==> src/hdl/iowd_defines.vh <==
/*
 * Constants for the I/O mapped watchdog with battery status: port addresses,
 * control field positions, reset values, timeout table and timing counts.
 * Assumes an 8-bit host I/O port bus with 16-bit port addresses and a
 * 200 MHz system clock.
 */
`ifndef IOWD_DEFINES_VH
`define IOWD_DEFINES_VH

// ----------------------------------------------------------------------
// Port addresses
// ----------------------------------------------------------------------
`define IOWD_ADDR_CONTROL      16'h0062
`define IOWD_ADDR_RESTART      16'h0066
`define IOWD_ADDR_BATTERY      16'h050C

// ----------------------------------------------------------------------
// Control register fields and values
// ----------------------------------------------------------------------
`define IOWD_BIT_ENABLE        0
`define IOWD_BIT_MODE          1
`define IOWD_BIT_SELECT        2
`define IOWD_TMO_LSB           3
`define IOWD_TMO_MSB           5
`define IOWD_BIT_LAMP          6
`define IOWD_BIT_ERROR         7
`define IOWD_CONTROL_RESET     8'h00
`define IOWD_RESTART_RDATA     8'h00
`define IOWD_UNMAPPED_RDATA    8'h00

// ----------------------------------------------------------------------
// Battery condition codes, placed in bits 7:6
// ----------------------------------------------------------------------
`define IOWD_BATT_LSB          6
`define IOWD_BATT_OK           2'h0
`define IOWD_BATT_LOW          2'h1
`define IOWD_BATT_EMPTY        2'h3

// ----------------------------------------------------------------------
// Timeout table: standard range in ms, long range in s
// ----------------------------------------------------------------------
`define IOWD_STD_MS_0          16'd94
`define IOWD_STD_MS_1          16'd210
`define IOWD_STD_MS_2          16'd340
`define IOWD_STD_MS_3          16'd460
`define IOWD_STD_MS_4          16'd590
`define IOWD_STD_MS_5          16'd710
`define IOWD_STD_MS_6          16'd840
`define IOWD_STD_MS_7          16'd960
`define IOWD_LONG_S_0          16'd2
`define IOWD_LONG_S_1          16'd4
`define IOWD_LONG_S_2          16'd6
`define IOWD_LONG_S_3          16'd8
`define IOWD_LONG_S_4          16'd16
`define IOWD_LONG_S_5          16'd32
`define IOWD_LONG_S_6          16'd48
`define IOWD_LONG_S_7          16'd64
`define IOWD_MS_PER_S          16'd1000

// ----------------------------------------------------------------------
// Timing: one millisecond tick derived from the clock rate
// ----------------------------------------------------------------------
`define IOWD_CLK_MHZ           18'd200
`define IOWD_TICK_US           18'd1000
`define IOWD_TICK_CYCLES       (`IOWD_TICK_US * `IOWD_CLK_MHZ)

`endif

==> src/hdl/iowd_battery_monitor.v <==
/*
 * Battery condition monitor: turns the two battery comparator levels into
 * the two-bit condition code shown in the battery status register.
 * Assumes both levels are synchronous to i_clock; empty implies low.
 */
`timescale 1ns/100ps
`include "iowd_defines.vh"

module iowd_battery_monitor (
    input  wire       i_clock,
    input  wire       i_rstn,
    input  wire       i_battery_low,
    input  wire       i_battery_empty,
    output reg  [1:0] o_condition
);

    // ------------------------------------------------------------------
    // Sampling and filter
    // ------------------------------------------------------------------
    reg  [1:0] sample;
    wire [1:0] next_sample;

    // Empty wins over low so a failing cell never reads as merely low
    assign next_sample = i_battery_empty ? `IOWD_BATT_EMPTY :
                         i_battery_low   ? `IOWD_BATT_LOW   : `IOWD_BATT_OK;

    // Two equal samples are needed, so a comparator edge cannot flicker
    always @(posedge i_clock or negedge i_rstn) begin
        if (!i_rstn) begin
            sample      <= `IOWD_BATT_OK;
            o_condition <= `IOWD_BATT_OK;
        end else begin
            sample <= next_sample;
            if (sample == next_sample) begin
                o_condition <= sample;
            end
        end
    end

endmodule

==> src/hdl/iowd_timeout_counter.v <==
/*
 * Timeout counter: millisecond prescaler plus a millisecond count that
 * pulses o_expired once when the latched limit is reached.
 * Assumes i_limit_ms is at least 1 and stable in the cycle of i_load.
 */
`timescale 1ns/100ps
`include "iowd_defines.vh"

module iowd_timeout_counter #(
    parameter [17:0] P_TICK_CYCLES = `IOWD_TICK_CYCLES
) (
    input  wire        i_clock,
    input  wire        i_rstn,
    input  wire        i_load,
    input  wire        i_run,
    input  wire [15:0] i_limit_ms,
    output reg         o_expired
);

    // ------------------------------------------------------------------
    // Counting
    // ------------------------------------------------------------------
    reg  [17:0] prescale;
    reg  [15:0] elapsed_ms;
    reg  [15:0] limit_ms;
    reg         done;
    wire        tick;
    wire [15:0] last_ms;

    assign tick    = (prescale == (P_TICK_CYCLES - 18'h00001));
    assign last_ms = limit_ms - 16'h0001;

    // Limit is latched on load only, so edits made while running wait
    always @(posedge i_clock or negedge i_rstn) begin
        if (!i_rstn) begin
            prescale   <= 18'h00000;
            elapsed_ms <= 16'h0000;
            limit_ms   <= 16'hFFFF;
            done       <= 1'b0;
            o_expired  <= 1'b0;
        end else if (i_load) begin
            prescale   <= 18'h00000;
            elapsed_ms <= 16'h0000;
            limit_ms   <= i_limit_ms;
            done       <= 1'b0;
            o_expired  <= 1'b0;
        end else begin
            o_expired <= 1'b0;
            if (i_run && !done) begin
                if (tick) begin
                    prescale <= 18'h00000;
                    if (elapsed_ms == last_ms) begin
                        done      <= 1'b1;
                        o_expired <= 1'b1;
                    end else begin
                        elapsed_ms <= elapsed_ms + 16'h0001;
                    end
                end else begin
                    prescale <= prescale + 18'h00001;
                end
            end
        end
    end

endmodule

==> src/hdl/iowd_top.v <==
/*
 * I/O mapped watchdog with battery status: control register, restart port,
 * battery status port, supervision state machine and alarm lamp output.
 * Assumes a host I/O bus whose read and write strobes last one clock and
 * are synchronous to i_clock; one strobe is answered before the next.
 */
`timescale 1ns/100ps
`include "iowd_defines.vh"

module iowd_top #(
    parameter [17:0] P_TICK_CYCLES = `IOWD_TICK_CYCLES
) (
    input  wire        i_clock,
    input  wire        i_rstn,
    input  wire [15:0] i_io_addr,
    input  wire        i_io_rd,
    input  wire        i_io_wr,
    input  wire [7:0]  i_io_wdata,
    output reg  [7:0]  o_io_rdata,
    output reg         o_io_ack,
    input  wire        i_battery_low,
    input  wire        i_battery_empty,
    output reg         o_alarm_lamp,
    output reg         o_timeout_error
);

    // ------------------------------------------------------------------
    // Supervision states
    // ------------------------------------------------------------------
    localparam [2:0] ST_OFF  = 3'b001;
    localparam [2:0] ST_RUN  = 3'b010;
    localparam [2:0] ST_TRIP = 3'b100;

    // ------------------------------------------------------------------
    // Timeout lookup
    // ------------------------------------------------------------------
    function [15:0] timeout_ms;
        input       long_range;
        input [2:0] code;
        reg   [15:0] seconds;
        begin
            seconds    = 16'h0000;
            timeout_ms = 16'h0000;
            case (code)
                3'h0: begin
                    seconds    = `IOWD_LONG_S_0;
                    timeout_ms = `IOWD_STD_MS_0;
                end
                3'h1: begin
                    seconds    = `IOWD_LONG_S_1;
                    timeout_ms = `IOWD_STD_MS_1;
                end
                3'h2: begin
                    seconds    = `IOWD_LONG_S_2;
                    timeout_ms = `IOWD_STD_MS_2;
                end
                3'h3: begin
                    seconds    = `IOWD_LONG_S_3;
                    timeout_ms = `IOWD_STD_MS_3;
                end
                3'h4: begin
                    seconds    = `IOWD_LONG_S_4;
                    timeout_ms = `IOWD_STD_MS_4;
                end
                3'h5: begin
                    seconds    = `IOWD_LONG_S_5;
                    timeout_ms = `IOWD_STD_MS_5;
                end
                3'h6: begin
                    seconds    = `IOWD_LONG_S_6;
                    timeout_ms = `IOWD_STD_MS_6;
                end
                default: begin
                    seconds    = `IOWD_LONG_S_7;
                    timeout_ms = `IOWD_STD_MS_7;
                end
            endcase
            // Largest long value is 64000 ms, which still fits 16 bits
            if (long_range) begin
                timeout_ms = seconds * `IOWD_MS_PER_S;
            end
        end
    endfunction

    // ------------------------------------------------------------------
    // Address decode
    // ------------------------------------------------------------------
    wire hit_control;
    wire hit_restart;
    wire hit_battery;
    wire write_control;
    wire read_restart;

    assign hit_control   = (i_io_addr == `IOWD_ADDR_CONTROL);
    assign hit_restart   = (i_io_addr == `IOWD_ADDR_RESTART);
    assign hit_battery   = (i_io_addr == `IOWD_ADDR_BATTERY);
    assign write_control = i_io_wr && hit_control;
    assign read_restart  = i_io_rd && hit_restart;

    // ------------------------------------------------------------------
    // Control register state
    // ------------------------------------------------------------------
    reg        timer_enable_bit;
    reg        long_mode;
    reg        restart_select;
    reg  [2:0] timeout_code;
    reg        lamp_bit;
    reg        error_flag;
    reg  [2:0] state;
    reg  [2:0] next_state;
    reg        next_error_flag;
    reg        counter_load;
    wire       counter_run;
    wire       expired;
    wire       restart_event;
    wire [1:0] battery_condition;
    wire [7:0] control_value;
    wire [15:0] selected_ms;

    // Reserved select value leaves the restart port inert
    assign restart_event = read_restart && restart_select;

    assign control_value = {error_flag, lamp_bit, timeout_code,
                            restart_select, long_mode, timer_enable_bit};

    assign selected_ms = timeout_ms(long_mode, timeout_code);

    assign counter_run = (state == ST_RUN);

    always @(posedge i_clock or negedge i_rstn) begin
        if (!i_rstn) begin
            timer_enable_bit <= 1'b0;
            long_mode        <= 1'b0;
            restart_select   <= 1'b0;
            timeout_code     <= 3'h0;
            lamp_bit         <= 1'b0;
        end else if (write_control) begin
            timer_enable_bit <= i_io_wdata[`IOWD_BIT_ENABLE];
            long_mode        <= i_io_wdata[`IOWD_BIT_MODE];
            restart_select   <= i_io_wdata[`IOWD_BIT_SELECT];
            timeout_code     <= i_io_wdata[`IOWD_TMO_MSB:`IOWD_TMO_LSB];
            lamp_bit         <= i_io_wdata[`IOWD_BIT_LAMP];
        end
    end

    // ------------------------------------------------------------------
    // Error flag
    // ------------------------------------------------------------------
    // An expiry in the very cycle of a clearing write still sticks
    always @* begin
        next_error_flag = error_flag;
        if (write_control && i_io_wdata[`IOWD_BIT_ERROR]) begin
            next_error_flag = 1'b0;
        end
        if (expired && (state == ST_RUN)) begin
            next_error_flag = 1'b1;
        end
    end

    always @(posedge i_clock or negedge i_rstn) begin
        if (!i_rstn) begin
            error_flag <= 1'b0;
        end else begin
            error_flag <= next_error_flag;
        end
    end

    // ------------------------------------------------------------------
    // Supervision state machine
    // ------------------------------------------------------------------
    // The limit is sampled only when the count is (re)loaded, so edits to
    // range or code during a run take effect at the next restart or enable
    always @* begin
        next_state   = state;
        counter_load = 1'b0;
        case (state)
            ST_OFF: begin
                if (timer_enable_bit) begin
                    next_state   = ST_RUN;
                    counter_load = 1'b1;
                end
            end
            ST_RUN: begin
                if (!timer_enable_bit) begin
                    next_state = ST_OFF;
                end else if (restart_event) begin
                    counter_load = 1'b1;
                end else if (expired) begin
                    next_state = ST_TRIP;
                end
            end
            ST_TRIP: begin
                if (!timer_enable_bit) begin
                    next_state = ST_OFF;
                end else if (restart_event) begin
                    next_state   = ST_RUN;
                    counter_load = 1'b1;
                end
            end
            default: begin
                next_state = ST_OFF;
            end
        endcase
    end

    always @(posedge i_clock or negedge i_rstn) begin
        if (!i_rstn) begin
            state <= ST_OFF;
        end else begin
            state <= next_state;
        end
    end

    // ------------------------------------------------------------------
    // Timeout counter and battery monitor
    // ------------------------------------------------------------------
    iowd_timeout_counter #(
        .P_TICK_CYCLES (P_TICK_CYCLES)
    ) u_counter (
        .i_clock    (i_clock),
        .i_rstn     (i_rstn),
        .i_load     (counter_load),
        .i_run      (counter_run),
        .i_limit_ms (selected_ms),
        .o_expired  (expired)
    );

    iowd_battery_monitor u_battery (
        .i_clock         (i_clock),
        .i_rstn          (i_rstn),
        .i_battery_low   (i_battery_low),
        .i_battery_empty (i_battery_empty),
        .o_condition     (battery_condition)
    );

    // ------------------------------------------------------------------
    // Read path and acknowledge
    // ------------------------------------------------------------------
    // Read data is the value before any write of the same cycle; writes to
    // the battery or restart ports are acknowledged and have no effect
    always @(posedge i_clock or negedge i_rstn) begin
        if (!i_rstn) begin
            o_io_rdata <= 8'h00;
            o_io_ack   <= 1'b0;
        end else begin
            o_io_ack <= i_io_rd || i_io_wr;
            if (i_io_rd) begin
                if (hit_control) begin
                    o_io_rdata <= control_value;
                end else if (hit_restart) begin
                    o_io_rdata <= `IOWD_RESTART_RDATA;
                end else if (hit_battery) begin
                    o_io_rdata <= {battery_condition, 6'h00};
                end else begin
                    o_io_rdata <= `IOWD_UNMAPPED_RDATA;
                end
            end else begin
                o_io_rdata <= 8'h00;
            end
        end
    end

    // ------------------------------------------------------------------
    // Lamp and error outputs
    // ------------------------------------------------------------------
    // Lamp is lit by software or by a pending expiry; clearing bit 7
    // therefore also darkens a lamp that only the alarm had lit
    always @(posedge i_clock or negedge i_rstn) begin
        if (!i_rstn) begin
            o_alarm_lamp    <= 1'b0;
            o_timeout_error <= 1'b0;
        end else begin
            o_alarm_lamp    <= lamp_bit || error_flag;
            o_timeout_error <= error_flag;
        end
    end

endmodule

==> config.mk <==
export PLATFORM = sky130hd
export DESIGN_NAME = iowd_top
export DESIGN_NICKNAME = d
export VERILOG_FILES = /design/src/hdl/iowd_battery_monitor.v /design/src/hdl/iowd_timeout_counter.v /design/src/hdl/iowd_top.v
export VERILOG_INCLUDE_DIRS = /design/src /design/src/hdl
export SDC_FILE = /design/constraint.sdc
export NUM_CORES = 1
export LEC_CHECK = 0
export BUFFER_PORTS_ARGS = -buffer_cell sky130_fd_sc_hd__buf_2
export CORE_MARGIN = 2
export CORE_UTILIZATION = 35
export DETAILED_ROUTE_END_ITERATION = 7
export MAX_ROUTING_LAYER = met4
export PLACE_DENSITY = 0.51
export SLEW_MARGIN = 10
export SYNTH_ARGS = -nofsm -noshare
export SYNTH_HDL_FRONTEND = slang
export SYNTH_SLANG_ARGS = --single-unit
==> constraint.sdc <==
create_clock -name i_clock -period 4 [get_ports i_clock]
set_input_delay 1 -clock i_clock [delete_from_list [all_inputs] [get_ports i_clock]]
set_output_delay 1 -clock i_clock [all_outputs]
set_load 0.05 [all_outputs]
==> run_results.csv <==
group,metric,value,unit
grt,antenna_found_initial,0,
synth,synth_seq_cells,78,
timing,fmax,0.273,GHz
finish,final_cell_mix,"dfrtp_1, nand2_1, buf_2",
timing,max_slew_margin,39.3,%
synth,synthMuxAreaShare,2.40,%
power_and_ir_drop,seqPwrFrac,40.8,%
power_and_ir_drop,intPower,1.59,mW
clocking,clk_path_buf_depth,2,
power_and_ir_drop,power,2.46,mW
grt,grt_first_pass_wirelength,20600,µm
synth,synth_xor_area_share,5.55,%
finish,stdcell_count,801,
floorplanning,die-area,0.0159,mm²
synth,synth_top_family_by_area,"simple AND/OR/NAND/NOR gates",
placed_design,hpwlAfterDp,8710,µm
outcome,status,"completed",
timing,hold_viol,0,
synth,synth_area_leader_cell,"dfrtp_1",
timing,final.setup.tns,0,ps
worst_setup_path,critical_path.cell_chain,"buf_4 > nor2b_2 > buf_4 > ha_1 > xnor2_1 > xor2_1 > fa_1 > ha_1 > ha_1 > a21oi_1 > o31ai_2 > a21o_1 > a21oi_2 > xor2_1 > o31ai_1",
worst_setup_path,path_max_fanout,16,
drt,firstDrtPassIters,5,
synth,syn_inst,575,
timing,period_needed,3670,ps
finish,fill_cells,1484,
synth,synth_compound_area_share,15.9,%
synth,async_flop_share,100,%
grt,grt-ovfl-total,0,
synth,synthSimpleGateAreaFrac,24.1,%
synth,yosys_warnings,0,
floorplanning,die_h,126,µm
worst_setup_path,start_kind,"register",
floorplanning,fp-row-count,44,
clocking,path_clk_slew,60,ps
clocking,numCtsBuffers,9,
finish,antenna_cells,0,
timing,skew,12.4,ps
drt,drt-initial-drc-count,195,
timing,worst_slack,331,ps
placed_design,gp_congestion,0.863,
worst_setup_path,crit_arrival,3920,ps
clocking,clock-sinks,78,
grt,grt_pass1_vias,4137,
clocking,worstSkewPairLatency,340,ps
power_and_ir_drop,comb_power_share,27.6,%
floorplanning,start_util,35.8,%
clocking,cts_hold_buf,0,
worst_setup_path,path_class,"register to register",
floorplanning,die_x,126,µm
synth,syn_area_per_cell,9.05,µm²
worst_setup_path,endpoint_kind,"register",
drt,detail_route.wl_per_cell,15.1,µm
power_and_ir_drop,power.density,415,mW/mm²
synth,ys_types,61,
grt,grt_util_all_layers,16.4,%
worst_setup_path,critPathSlowestCell,"fa_1",
run,maxCapViolCount,0,
finish,drive_above_1_share,18.2,%
finish,fin_area,0.00593,mm²
worst_setup_path,required,4250,ps
drt,vias,4316,
synth,netlist_area,0.00520,mm²
grt,grt_start_max_net_pins,71,
synth,yosysTopAreaCellShare,29.3,%
power_and_ir_drop,p_switching,0.877,mW
finish,area_delta_synth_final,14.0,%
placed_design,postPlaceCellArea,0.00560,mm²
worst_hold_path,hp-class,"register to register",
placed_design,pre_cts_ws,226,ps
timing,finalMaxSlewViolations,0,
drt,vias_per_cell,5.39,
synth,synth.area.top_cells,"dfrtp_1, dfstp_2, ha_1",
drt,drc,0,
drt,antenna_left,0,
synth,yosysSeqAreaShare,37.9,%
worst_setup_path,path_common_cell,"ha_1",
placed_design,placed_cells,782,
timing,rsz0062_at_grt,"no",
placed_design,portBuffers,40,
worst_setup_path,critPathMaxStageDelay,450,ps
synth,synth_edf_count,0,
power_and_ir_drop,p_sw_share,35.6,%
power_and_ir_drop,p_leak,2.71,nW
power_and_ir_drop,peakVddDrop,0.000179,V
drt,wl,12100,µm
synth,synth_top_flop_cell,"dfrtp_1",
floorplanning,core,0.0145,mm²
finish,fin_nets,678,
timing,setup-violations-final,0,
timing,worstMarginPinSlew,910,ps
floorplanning,ios,41,
power_and_ir_drop,power.share.clock,31.6,%
clocking,htreeDepth,3,
finish,final_common_cell,"dfrtp_1",
synth,synth_fa_ha_area_share,9.67,%
clocking,cts_tree,"yes",
timing,timing.final.crit_share,91.7,%
clocking,root_buffer,"clkbuf_16",
## repair_timing
action | 4_1_cts | 5_1_grt
resized for setup | 0 | 10
setup buffers | 0 | 3
setup endpoints to repair | 0 | 3
## area by class of cell
class | count | area, µm² | share of cell area, %
repair buffers | 56 | 323 | 5.44
flip-flops and latches | 78 | 1980 | 33.3
inverters | 23 | 86.3 | 1.46
clock buffers | 9 | 225 | 3.80
multi-input cells | 444 | 3040 | 51.2
clock inverters | 7 | 53.8 | 0.907
well taps | 184 | 230 | 3.88
## flip-flops by register name, indices dropped and copies added (netlist names)
signal,flops
u_counter.done,1
timer_enable_bit,1
u_counter.o_expired,1
long_mode,1
o_timeout_error,1
o_io_rdata,8
state,3
u_counter.prescale,18
error_flag,1
u_battery.sample,2
u_counter.elapsed_ms,16
restart_select,1
u_counter.limit_ms,16
lamp_bit,1
o_alarm_lamp,1
timeout_code,3
o_io_ack,1
u_battery.o_condition,2
## path summary, 6_finish.rpt
check,start,end,slack (ps),cells past startpoint
max,timeout_code[2],u_counter.limit_ms[14],330,15
min,error_flag,o_timeout_error,440,0
max reg2reg,timeout_code[2],u_counter.limit_ms[14],330,15
min reg2reg,error_flag,o_timeout_error,440,0
max in group asynchronous,i_rstn,u_counter.limit_ms[10],2430,2
min in group asynchronous,i_rstn,u_counter.prescale[15],760,1
## power by group through the flow
stage	logic, mW	registers, mW	clock network, mW
floorplan	0.546	0.967	0
global placement	0.675	1.01	0
detailed placement	0.686	1.02	0
CTS	0.686	1.01	0.809
global route	0.766	1.02	0.842
finish	0.681	1.00	0.777
## worst max-delay path, delay by kind of cell, from the launching register on
family / cells / cell delay, ps
flops: 1 / 370
simple gates: 1 / 170
xor+xnor: 3 / 480
fa+ha+maj: 4 / 1370
buf+inv: 2 / 320
compound gates: 5 / 840
## cells in the mapped netlist (5+ instances only)
master    count
dfrtp_1      61
nand2_1      56
nor2_1       36
o21ai_0      33
a21oi_1      31
ha_1         29
clkbuf_1     27
inv_1        23
nor3_1       20
and3_1       17
dfstp_2      17
xnor2_1      17
xor2_1       16
nand2b_1     15
nand3_1      14
nor2b_1      11
or3_1        11
o31ai_1      10
nand4_1       9
mux2i_1       8
o211ai_1      8
fa_1          7
and2_1        6
nand3b_1      6
nand4b_1      6
nor4_1        6
or4_1         6
a21o_1        5
a22oi_1       5
or2_2         5
## routing by layer
metal / part of all wire (%) / track usage, % / wire length, µm / vias up
li1: - / - / - / 2140
met2: 48 / 25.0 / 5790 / 62
met3: 2.1 / 1.95 / 257 / 13
met5: 0 / - / 0 / -
met4: 1.4 / 6.79 / 167 / 0
met1: 49 / 22.2 / 5890 / 2101
## per-stage QoR
stage | hold WS [ps] | utilization [%]
global route | 464 | 40.8
global placement | 430 | 38.6
floorplan | 387 | -
CTS | 443 | 40.5
detailed placement | 429 | 38.6
finish | 445 | 40.8
## logic make-up after synthesis
kind of cell / after synthesis
AND/OR/NAND/NOR: 232
AO/OA/AOI/OAI: 126
flip-flops: 78
buffers and inverters: 56
adder cells (fa/ha/maj): 36
XOR/XNOR: 33
multiplexers: 12
other: 2
No activity file was read; power rests on OpenSTA's default activity.
